`config.mk`:
```
export PLATFORM = sky130hd
export DESIGN_NAME = ssp_core
export DESIGN_NICKNAME = d
export VERILOG_FILES = /design/src/hdl/ssp_pkg.sv /design/src/hdl/ssp_fifo.sv /design/src/hdl/ssp_core.sv
export VERILOG_INCLUDE_DIRS = /design/src /design/src/hdl
export SDC_FILE = /design/constraint.sdc
export NUM_CORES = 1
export LEC_CHECK = 0
export BUFFER_PORTS_ARGS = -buffer_cell sky130_fd_sc_hd__buf_2
export CORE_MARGIN = 2
export CORE_UTILIZATION = 65
export DETAILED_ROUTE_END_ITERATION = 8
export PLACE_DENSITY = 0.83
export SYNTH_ARGS = -nofsm -noshare
export SYNTH_HDL_FRONTEND = slang
export SYNTH_SLANG_ARGS = --single-unit
```
`constraint.sdc`:
```
create_clock -name clk_i -period 9.31 [get_ports clk_i]
set_clock_uncertainty 0.15 [all_clocks]
set_input_delay 0 -clock clk_i [delete_from_list [all_inputs] [get_ports clk_i]]
set_output_delay 0 -clock clk_i [all_outputs]
set_load 0.05 [all_outputs]
```
`src/hdl/ssp_defs.svh`:
```
// Constants for the synchronous serial port: field limits, pin bit positions, sizes.
// Assumes inclusion by the package and by the design modules, in any order.
`ifndef SSP_DEFS_SVH
`define SSP_DEFS_SVH
`define SSP_WORD_W 16
`define SSP_FIFO_DEPTH 8
`define SSP_LEN_M1_MIN 4'h3
`define SSP_LEN_M1_MAX 4'hf
`define SSP_PIN_SCLK 2
`define SSP_PIN_FRAME 1
`define SSP_PIN_RXD 0
`define SSP_PRE_MIN 8'h01
`endif

```
`src/hdl/ssp_pkg.sv`:
```
// Types shared by the synchronous serial port modules.
// Assumes ssp_defs.svh is on the include path.
`include "ssp_defs.svh"
package ssp_pkg;
  typedef enum logic [1:0] {
    SSP_FMT_SPI = 2'b00,
    SSP_FMT_CMD = 2'b01,
    SSP_FMT_PULSE = 2'b10
  } ssp_fmt_t;

  typedef enum logic [1:0] {
    SSP_ST_IDLE = 2'b00,
    SSP_ST_LEAD = 2'b01,
    SSP_ST_SHIFT = 2'b10
  } ssp_mst_t;

  typedef struct packed {
    logic master;
    logic out_dis;
    ssp_fmt_t fmt;
    logic [3:0] len_m1;
    logic [7:0] prescale;
    logic [7:0] divider;
  } ssp_cfg_t;

  typedef struct packed {
    logic sclk;
    logic frame;
    logic txd;
    logic txd_oe;
    logic ctl_oe;
  } ssp_pins_t;

  typedef struct packed {
    logic [2:0] s1;
    logic [2:0] s2;
    logic [2:0] s3;
    ssp_mst_t st;
    logic [7:0] pre_cnt;
    logic [7:0] div_cnt;
    logic active;
    logic [4:0] cnt;
    logic [15:0] sh_out;
    logic [15:0] sh_in;
    logic rx_push;
    logic [15:0] rx_word;
    ssp_pins_t pins;
  } ssp_core_st_t;
endpackage

```
`src/hdl/ssp_fifo.sv`:
```
// Word FIFO with valid/ready on both sides and registered full/empty flags.
// Assumes one clock and a synchronous active-high reset.
`timescale 1ns/10ps
`include "ssp_defs.svh"
module ssp_fifo #(
  parameter int W = `SSP_WORD_W,
  parameter int DEPTH = `SSP_FIFO_DEPTH
) (
  input wire logic clk_i,
  input wire logic rst_i,
  input wire logic in_valid_i,
  output logic in_ready_o,
  input wire logic [W-1:0] in_data_i,
  output logic out_valid_o,
  input wire logic out_ready_i,
  output logic [W-1:0] out_data_o
);
  localparam int AW = $clog2(DEPTH);

  if (DEPTH < 2 || (DEPTH & (DEPTH - 1)) != 0)
  begin : g_bad_depth
    $error("ssp_fifo depth must be a power of two, at least 2");
  end

  typedef struct packed {
    logic [DEPTH-1:0][W-1:0] mem;
    logic [AW-1:0] wr;
    logic [AW-1:0] rd;
    logic [AW:0] cnt;
    logic nfull;
    logic nempty;
  } ssp_fifo_st_t;

  ssp_fifo_st_t q;
  ssp_fifo_st_t d;
  logic push;
  logic pop;

  assign push = in_valid_i && q.nfull;
  assign pop = out_ready_i && q.nempty;
  // Room flag is kept in its own flop so the ready output needs no gate
  assign in_ready_o = q.nfull;
  assign out_valid_o = q.nempty;
  assign out_data_o = q.mem[q.rd];

  always_comb
  begin
    d = q;
    if (push)
    begin
      d.mem[q.wr] = in_data_i;
      d.wr = q.wr + 1'b1;
    end
    if (pop)
    begin
      d.rd = q.rd + 1'b1;
    end
    d.cnt = q.cnt + {{AW{1'b0}}, push} - {{AW{1'b0}}, pop};
    d.nfull = (d.cnt != (AW+1)'(DEPTH));
    d.nempty = (d.cnt != '0);
  end

  always_ff @(posedge clk_i)
  begin
    if (rst_i)
    begin
      q <= '0;
      q.nfull <= 1'b1;
    end
    else
      q <= d;
  end
endmodule // ssp_fifo

```
`src/hdl/ssp_core.sv`:
```
// Synchronous serial port: master or slave, three frame formats, 4..16 bit frames.
// Assumes configuration held stable while a frame runs; pins come from another domain.
`timescale 1ns/10ps
`include "ssp_defs.svh"
module ssp_core #(
  parameter int DEPTH = `SSP_FIFO_DEPTH
) (
  input wire logic clk_i,
  input wire logic rst_i,
  input wire ssp_pkg::ssp_cfg_t cfg_i,
  input wire logic tx_valid_i,
  output logic tx_ready_o,
  input wire logic [15:0] tx_data_i,
  output logic rx_valid_o,
  input wire logic rx_ready_i,
  output logic [15:0] rx_data_o,
  input wire logic sclk_pin_i,
  input wire logic frame_pin_i,
  input wire logic rxd_i,
  output logic sclk_o,
  output logic frame_o,
  output logic ctl_oe_o,
  output logic txd_o,
  output logic txd_oe_o
);
  if (DEPTH < 2)
  begin : g_bad_depth
    $error("ssp_core needs at least two FIFO entries");
  end

  ssp_pkg::ssp_core_st_t q;
  ssp_pkg::ssp_core_st_t d;
  logic tx_ok;
  logic [15:0] tx_word;
  logic tx_pop;
  logic rx_room;
  logic [3:0] len_m1;
  logic [4:0] total_m1;
  logic [7:0] pre_lim;
  logic half_tick;
  logic rise_ev;
  logic fall_ev;
  logic start_ev;
  logic rx_phase;
  logic is_cmd;
  logic is_pulse;

  ssp_fifo #(.W(`SSP_WORD_W), .DEPTH(DEPTH)) u_tx_fifo (
    .clk_i(clk_i),
    .rst_i(rst_i),
    .in_valid_i(tx_valid_i),
    .in_ready_o(tx_ready_o),
    .in_data_i(tx_data_i),
    .out_valid_o(tx_ok),
    .out_ready_i(tx_pop),
    .out_data_o(tx_word)
  );

  ssp_fifo #(.W(`SSP_WORD_W), .DEPTH(DEPTH)) u_rx_fifo (
    .clk_i(clk_i),
    .rst_i(rst_i),
    .in_valid_i(q.rx_push),
    .in_ready_o(rx_room),
    .in_data_i(q.rx_word),
    .out_valid_o(rx_valid_o),
    .out_ready_i(rx_ready_i),
    .out_data_o(rx_data_o)
  );

  assign is_cmd = (cfg_i.fmt == ssp_pkg::SSP_FMT_CMD);
  assign is_pulse = (cfg_i.fmt == ssp_pkg::SSP_FMT_PULSE);
  // Out-of-range lengths are clamped to the shortest legal frame
  assign len_m1 = (cfg_i.len_m1 < `SSP_LEN_M1_MIN) ? `SSP_LEN_M1_MIN : cfg_i.len_m1;
  // Command format: command bits out, then the same count of response bits in
  assign total_m1 = is_cmd ? {len_m1, 1'b1} : {1'b0, len_m1};
  assign rx_phase = !is_cmd || (q.cnt > {1'b0, len_m1});
  assign pre_lim = (cfg_i.prescale < `SSP_PRE_MIN) ? 8'h00 : cfg_i.prescale - 8'h01;
  assign half_tick = cfg_i.master && (q.pre_cnt == pre_lim) && (q.div_cnt == cfg_i.divider);
  assign tx_pop = start_ev && tx_ok;

  always_comb
  begin
    d = q;
    rise_ev = 1'b0;
    fall_ev = 1'b0;
    start_ev = 1'b0;
    d.rx_push = 1'b0;
    d.s1 = {sclk_pin_i, frame_pin_i, rxd_i};
    d.s2 = q.s1;
    d.s3 = q.s2;
    // Prescaler then bit-rate divider make the half-bit enable
    if (!cfg_i.master || q.pre_cnt == pre_lim)
    begin
      d.pre_cnt = 8'h00;
      d.div_cnt = (!cfg_i.master || q.div_cnt == cfg_i.divider) ? 8'h00 : q.div_cnt + 8'h01;
    end
    else
    begin
      d.pre_cnt = q.pre_cnt + 8'h01;
    end
    if (cfg_i.master)
    begin
      case (q.st)
        ssp_pkg::SSP_ST_IDLE:
        begin
          d.pins.sclk = 1'b0;
          d.pins.frame = !is_pulse;
          // Start only with a word to send and room for the answer
          if (half_tick && tx_ok && rx_room && !q.rx_push)
          begin
            start_ev = 1'b1;
            d.st = ssp_pkg::SSP_ST_LEAD;
            d.pins.frame = is_pulse;
          end
        end
        ssp_pkg::SSP_ST_LEAD:
        begin
          if (half_tick)
          begin
            d.st = ssp_pkg::SSP_ST_SHIFT;
            d.pins.frame = 1'b0;
          end
        end
        ssp_pkg::SSP_ST_SHIFT:
        begin
          if (half_tick && !q.pins.sclk)
          begin
            rise_ev = 1'b1;
            d.pins.sclk = 1'b1;
          end
          else if (half_tick)
          begin
            fall_ev = 1'b1;
            d.pins.sclk = 1'b0;
            // Clock stops after each frame's closing falling edge
            if (!q.active)
            begin
              d.st = ssp_pkg::SSP_ST_IDLE;
              d.pins.frame = !is_pulse;
            end
          end
        end
        default:
        begin
          d.st = ssp_pkg::SSP_ST_IDLE;
        end
      endcase
    end
    else
    begin
      // Slave follows the synchronised clock and frame pins
      d.st = ssp_pkg::SSP_ST_IDLE;
      d.pins.sclk = 1'b0;
      d.pins.frame = 1'b0;
      rise_ev = q.s2[`SSP_PIN_SCLK] && !q.s3[`SSP_PIN_SCLK];
      fall_ev = !q.s2[`SSP_PIN_SCLK] && q.s3[`SSP_PIN_SCLK];
      if (is_pulse)
        start_ev = rise_ev && !q.active && q.s2[`SSP_PIN_FRAME];
      else
        start_ev = q.s3[`SSP_PIN_FRAME] && !q.s2[`SSP_PIN_FRAME];
      if (start_ev)
        rise_ev = 1'b0;
      if (!is_pulse && q.s2[`SSP_PIN_FRAME])
        d.active = 1'b0;
    end
    if (start_ev)
    begin
      d.active = 1'b1;
      d.cnt = 5'h00;
      d.sh_in = 16'h0000;
      d.sh_out = (tx_ok ? tx_word : 16'h0000) << (4'hf - len_m1);
      d.pins.txd = d.sh_out[15];
    end
    else if (rise_ev && q.active)
    begin
      // Receive and transmit share every bit clock, except command format, where receive takes only the bits after the command
      if (rx_phase)
        d.sh_in = {q.sh_in[14:0], q.s2[`SSP_PIN_RXD]};
      d.cnt = q.cnt + 5'h01;
      if (q.cnt == total_m1)
      begin
        d.active = 1'b0;
        d.rx_push = 1'b1;
        d.rx_word = d.sh_in;
      end
    end
    else if (fall_ev && q.active)
    begin
      d.sh_out = {q.sh_out[14:0], 1'b0};
      d.pins.txd = (is_cmd && q.cnt > {1'b0, len_m1}) ? 1'b0 : d.sh_out[15];
    end
    d.pins.ctl_oe = cfg_i.master;
    if (cfg_i.master)
      d.pins.txd_oe = 1'b1;
    else
      d.pins.txd_oe = !cfg_i.out_dis && (is_pulse ? q.active : !q.s2[`SSP_PIN_FRAME]);
  end

  always_ff @(posedge clk_i)
  begin
    if (rst_i)
    begin
      q <= '0;
      q.pins.frame <= 1'b1;
    end
    else
      q <= d;
  end

  assign sclk_o = q.pins.sclk;
  assign frame_o = q.pins.frame;
  assign ctl_oe_o = q.pins.ctl_oe;
  assign txd_o = q.pins.txd;
  assign txd_oe_o = q.pins.txd_oe;
endmodule // ssp_core

```
## Yosys cells after proc, flatten, opt, wreduce, memory -nomap -nowiden

Index checks and enable logic that the tools add are counted.

- Muxes and demuxes: 59
- Shift operators: 1
- Magnitude comparators: 9
- Add/subtract/negate cells: 13
- Bitwise gates (word level): 3
- Equality and inequality tests: 21
- Reductions and logical operators: 50

Operators with widths:

| operator | count |
|---|---|
| $bwmux 128 | 2 |
| $mux 16 | 8 |
| $bmux 16 s3 | 2 |
| $demux 16 s3 | 2 |
| $mux 38 | 1 |
| $mux 33 | 1 |
| $mux 1 | 28 |
| $logic_and 1x1->1 | 23 |
| $mux 17 | 1 |
| $add 8x1->8 const B | 2 |
| $eq 8x8->1 | 2 |
| $lt 3x4->1 const B | 4 |
| $mux 8 | 2 |
| $shl 16x4->16 | 1 |
| $ne 3x3->1 const B | 5 |
| $add 3x1->3 const B | 4 |
| $mux 2 | 6 |
| $ne 2x2->1 const B | 6 |
| $logic_not 1->1 | 10 |
| $reduce_and 5->1 | 2 |
| $add 4x1->4 | 2 |
| $lt 8x1->1 const B | 1 |
| $ne 4x4->1 const B | 2 |
| $reduce_bool 4->1 | 2 |
| 25 further kinds | 37 |

- Register bits: 366
- Output and inout port bits: 23

## Depth between registers and ports, before layout

- Depth in word-level cells: 15
- Mapped depth: 19
- Gate-level depth less buffers: 17

## Cells and area by module

Synthesis repeated with hierarchy kept, for this count alone.

- Cells, all modules: 2,078
- Area total of the unflattened synthesis: 18,235.0 sq um

Modules (own cells, without submodules):

| module | times used | area each (sq um) | cells each |
|---|---|---|---|
| ssp_fifo (u_tx_fifo) | 1 | 6,536.3 | 728 |
| ssp_fifo (u_rx_fifo) | 1 | 6,535.0 | 728 |
| ssp_core | 1 | 5,163.7 | 622 |

## Worst setup path before layout

OpenSTA, ideal clock, no wires.

- Path type: input to register
- From: input cfg_i[8] (netlist name)
- To: register u_tx_fifo.q, in the netlist u_tx_fifo.out_valid_o
- Stages: 19
- Arrival time: 3,623 ps
- Slack: 5,405 ps
- Required time: 9,028 ps
- Buffers on the path: 2
- Setup time: 132 ps
- Cell sequence: inv_1 > ha_1 > or3b_1 > buf_2 > or2_0 > or3_1 > o311a_2 > nor4_4 > a31oi_1 > clkbuf_1 > nor2_1 > ha_1 > inv_1 > ha_1 > inv_1 > fa_1 > xnor2_1 > nor3b_1 > a21oi_1

- Cells in the longest elaborated chain, start to end: 15
- Elaborated cells on any way between the ends: 16
- Classes of those cells: 2 x add/sub; 1 x order compare; 1 x eq/ne; 4 x mux; 8 x reduce/logical

Ends and longest elaborated chain:

| item | RTL line | source |
|---|---|---|
| start: declaration | ssp_core.sv:10 | `input wire ssp_pkg::ssp_cfg_t cfg_i,` |
| $sub 8x1->8 / $lt 8x1->1 (equally long branches) | n/a |  |
| $mux 8 (*) | ssp_core.sv:77 | `` assign pre_lim = (cfg_i.prescale < `SSP_PRE_MIN) ? 8'h00 : cfg_i.prescale - 8'h01; `` |
| $eq 8x8->1 (*) | ssp_core.sv:78 | `assign half_tick = cfg_i.master && (q.pre_cnt == pre_lim) && (q.div_cnt == cfg_i.divider);` |
| $logic_and 1x1->1 (*) (2 in a row) | ssp_core.sv:78 |  |
| $logic_and 1x1->1 (*) (3 in a row) | ssp_core.sv:109 | `if (half_tick && tx_ok && rx_room && !q.rx_push)` |
| $mux 1 (*) | ssp_core.sv:109 |  |
| $mux 1 (*) | ssp_core.sv:103 | `case (q.st)` |
| $mux 1 (*) | ssp_core.sv:101 | `if (cfg_i.master)` |
| $logic_and 1x1->1 (*) | ssp_core.sv:79 | `assign tx_pop = start_ev && tx_ok;` |
| $logic_and 1x1->1 (*) | ssp_fifo.sv:40 | `assign pop = out_ready_i && q.nempty;` |
| net u_tx_fifo.pop | ssp_fifo.sv:37 | `logic pop;` |
| $sub 4x1->4 (*) | ssp_fifo.sv:58 | `d.cnt = q.cnt + {{AW{1'b0}}, push} - {{AW{1'b0}}, pop};` |
| $reduce_bool 4->1 (*) | ssp_fifo.sv:60 | `d.nempty = (d.cnt != '0);` |
| end: declaration | ssp_fifo.sv:34 | `ssp_fifo_st_t q;` |

Mark *: on every way through the listed nets, which the timed path passes. The rest lies on a longest branch.
A chain may end at the register's enable or synchronous reset.

## Worst setup path in the final report

- From: input cfg_i[18] (netlist name)
- To: register q[33] (netlist name)

- Cells in the longest elaborated chain, start to end: 5

Ends and longest elaborated chain:

| item | RTL line | source |
|---|---|---|
| $lt 4x2->1 (no line) | n/a |  |
| $mux 4 (*) | ssp_core.sv:73 | `` assign len_m1 = (cfg_i.len_m1 < `SSP_LEN_M1_MIN) ? `SSP_LEN_M1_MIN : cfg_i.len_m1; `` |
| $gt 5x4->1 (*) | ssp_core.sv:76 | `assign rx_phase = !is_cmd \|\| (q.cnt > {1'b0, len_m1});` |
| $logic_or 1x1->1 (*) | ssp_core.sv:76 |  |
| $mux 16 (*) | ssp_core.sv:177 | `if (rx_phase)` |
| end: declaration | ssp_core.sv:31 | `ssp_pkg::ssp_core_st_t q;` |

Mark *: on every way between the ends. The rest lies on a longest branch, timed or not.

==> summary.txt <==
Synth
  – Yosys warns: 0
  – Post-synth top cells: 591 x nand2_1, 365 x dfxtp_1, 293 x a21oi_1, 137 x clkbuf_1, 72 x mux2i_1
  – Most numerous cell in the Yosys netlist: nand2_1
  – Area share of the largest cell type after synthesis: 42.7%
  – Post-Syn Area per Cell: 8.48 um2
  – Main synth FF type: dfxtp_1
  – Flops & latches, synth: 365
  – Cell taking the most area after synthesis: dfxtp_1
  – Synth unique cells: 80
  – Async S/R FF share, synth: 0%
  – Synth Cell Area: 17100 um2
  – Post-Synthesis Cells: 2018
  – Top cells by area, synth: dfxtp_1 43%, nand2_1 13%, a21oi_1 8.6%
  – Number of flops mapped to enable cells by yosys: 0
  – Register area share after synthesis: 42.7%
  – Synth Net Count: 2090

Placement
  – DP HPWL: 27.1 mm
  – Final Wtd Congestion: 0.901
  – Port Buffers: 69

Worst setup path
  – Critical path class: in -> reg
  – Crit start category: input port
  – WP data arrival: 4.79 ns
  – Critical path data required time: 9.62 ns
  – Crit path max fanout: 23
  – Setup crit end kind: flop

Clocking
  – Root Buffer: clkbuf_16
  – Clock tree from TritonCTS: done
  – Postcts setup bufs: 0
  – Cts bufs inserted: 38
  – # H-tree levels: 2
  – Largest buffer count on any clock path: 3
  – Clock tree sinks: 365
  – Worst-path clk slew: 0.07 ns
  – Skew-Pair Late Insertion Delay: 0.54 ns

Power and ir drop
  – Worst ir drop on vdd: 0.169 mV
  – Pwr Density: 197 nW/um2
  – P_leak: 6.67 nW

STA
  – WHS: 0.0252 ns
  – Setup_tns: 0 ns
  – Final critical-path required period: 4.48 ns
  – Fin crit share: 48.1%
  – # setup viols final: 0
  – Fmax: 223 MHz
  – Final Slew Violations: 0
  – Hold Vio Cnt, Final: 0
  – RSZ-0062 raised after global routing: false
  – Measured slew at the worst slew-check pin: 1.23 ns
  – Slew headroom: 18.1%

Global routing
  – Initial antenna violation count: 0
  – First-pass GRT wire length: 71.1 mm
  – Gr ovfl total: 0
  – Largest net degree at the start of global routing: 129
  – Vias in the first global route: 14500
  – All-Layer GR Usage: 31.0%

Job
  – Max cap viols: 0

Detailed routing
  – Initial DRC Count: 1357
  – Antenna-violating nets left: 0
  – DRT Wirelength: 43.6 mm
  – # DRC: 0
  – First-pass iteration count of the detailed router: 5
  – Vias: 14800
  – Wire length per cell: 18.3 um
  – Via density: 6.21

Cells and area
  – Ant diodes: 0
  – Filler cells: 1877
  – Final layout net count: 2088
  – Share of cells above drive strength 1: 13.7%
  – Area Overhead vs Synth: 11.2%

Floorplan
  – Die W: 166 um
  – Initial Util: 65.9%
  – Die footprint: 27600 um2
  – Die Ht: 166 um
  – I/O Pins: 70
  – Core area: 26000 um2
  – Rows: 59

Outcome
  – Status: complete, no violations

Hold path
  – Worst hold path class: in -> reg
[metal layers]
layer	up-vias	global-route usage (%)	wire length (um)
met5	-	0	0
met4	0	11.4	1080
met3	102	4.27	3350
met2	662	54.4	21800
met1	7053	39.1	17300
li1	6939	-	-
[final cells by class]
class                      count  area, um2  share of cell area, %
multi-input combinational   1449       9050                   47.6
sequential                   365       7310                   38.4
clock inverter                17        216                   1.14
tap                          335        419                   2.20
inverter                      40        150                  0.789
timing repair buffer         122        830                   4.36
clock buffer                  50       1060                   5.56
[state kept, by name (all words and copies together) (netlist names)]
name / flops
ctl_oe_o: 1
d: 6
frame_o: 1
q: 74
sclk_o: 1
txd_o: 1
txd_oe_o: 1
u_rx_fifo.in_ready_o: 1
u_rx_fifo.out_valid_o: 1
u_rx_fifo.q: 138
u_tx_fifo.in_ready_o: 1
u_tx_fifo.out_valid_o: 1
u_tx_fifo.q: 138
[critical path, stage by stage]
cell and delay (ns):
dlygate4sd3_1 0.53, buf_2 0.25, nor2_1 0.16, or2_0 0.57
inv_1 0.39, ha_1 0.40, nor2b_1 0.13, o21a_1 0.12
o21a_1 0.10, o21ai_0 0.10, nand3b_1 0.75, nor2b_2 0.96
mux2i_1 0.30
[cell families (layout without fill, tap and decap cells)]
| logic type | after synthesis | after routing | share of synthesized area, % |
|---|---|---|---|
| muxes | 161 | 161 | 14.3 |
| buffers and inverters | 204 | 229 | 4.82 |
| DFF | 365 | 365 | 42.7 |
| and+or+nand+nor | 807 | 807 | 20.0 |
| adders and majority gates | 25 | 25 | 1.92 |
| xor gates and xnor gates | 34 | 34 | 1.82 |
| AOI/OAI and AO/OA | 422 | 422 | 14.5 |
[power breakdown]
part | internal [W] | switching [W] | leakage (nW)
clock network | 0.000918 | 0.000629 | 0.624
logic | 0.000198 | 0.000324 | 3.10
registers | 0.00162 | 0.0000495 | 2.95
[cells in the final DEF, fill, tap and decap left out, types with 6 or more instances in the layout]
master	instances
a21oi_1	293
o21ai_0	30
nor2b_1	19
nand4_1	11
xnor2_1	8
nand3b_1	6
and2_1	7
o22ai_1	11
o2bb2ai_1	8
clkbuf_16	39
clkbuf_1	7
nor3_1	9
mux2i_1	72
a211oi_1	9
buf_2	68
o2bb2ai_2	9
dfxtp_1	363
and3_1	7
inv_1	37
ha_1	23
or3_1	15
clkinv_2	7
a31oi_1	8
o31ai_1	6
buf_4	22
nand2_1	591
xor2_1	25
mux2_2	25
mux4_2	64
dlygate4sd3_1	31
nand3_1	31
nor2_1	67
[path summary, 6_finish.rpt]
path | slack (ns) | endpoint | from | depth (start not counted)
hold / removal | 0.03 | q[43]$_SDFFE_PP0P_ | cfg_i[17] | 5
setup / recovery | 4.83 | q[33]$_SDFFE_PP0P_ | cfg_i[18] | 13
setup reg to reg | 4.98 | u_tx_fifo.out_valid_o$_SDFF_PP0_ | q[71]$_SDFF_PP0_ | 15
hold reg to reg | 0.30 | d[78]$_SDFF_PP0_ | d[81]$_SDFF_PP0_ | 1
[stage by stage]
step,setup WS [ns],total power [W],cells,utilization [%],area (um2)
2_1_floorplan,5.41,0.00207,2018,-,17100
3_3_place_gp,4.68,0.00219,2280,67.1,17400
3_5_place_dp,4.58,0.00221,2280,67.1,17400
4_1_cts,4.86,0.00374,2378,73.2,19000
5_1_grt,4.43,0.00388,2378,73.2,19000
6_report,4.83,0.00374,2378,73.2,19000
[timing repair]
| action | in CTS | in global routing |
|---|---|---|
| gates resized for setup | 0 | 0 |
| hold endpoints to repair | 155 | 0 |
| hold buffers | 31 | 0 |
No activity file was read; power rests on OpenSTA's default activity.
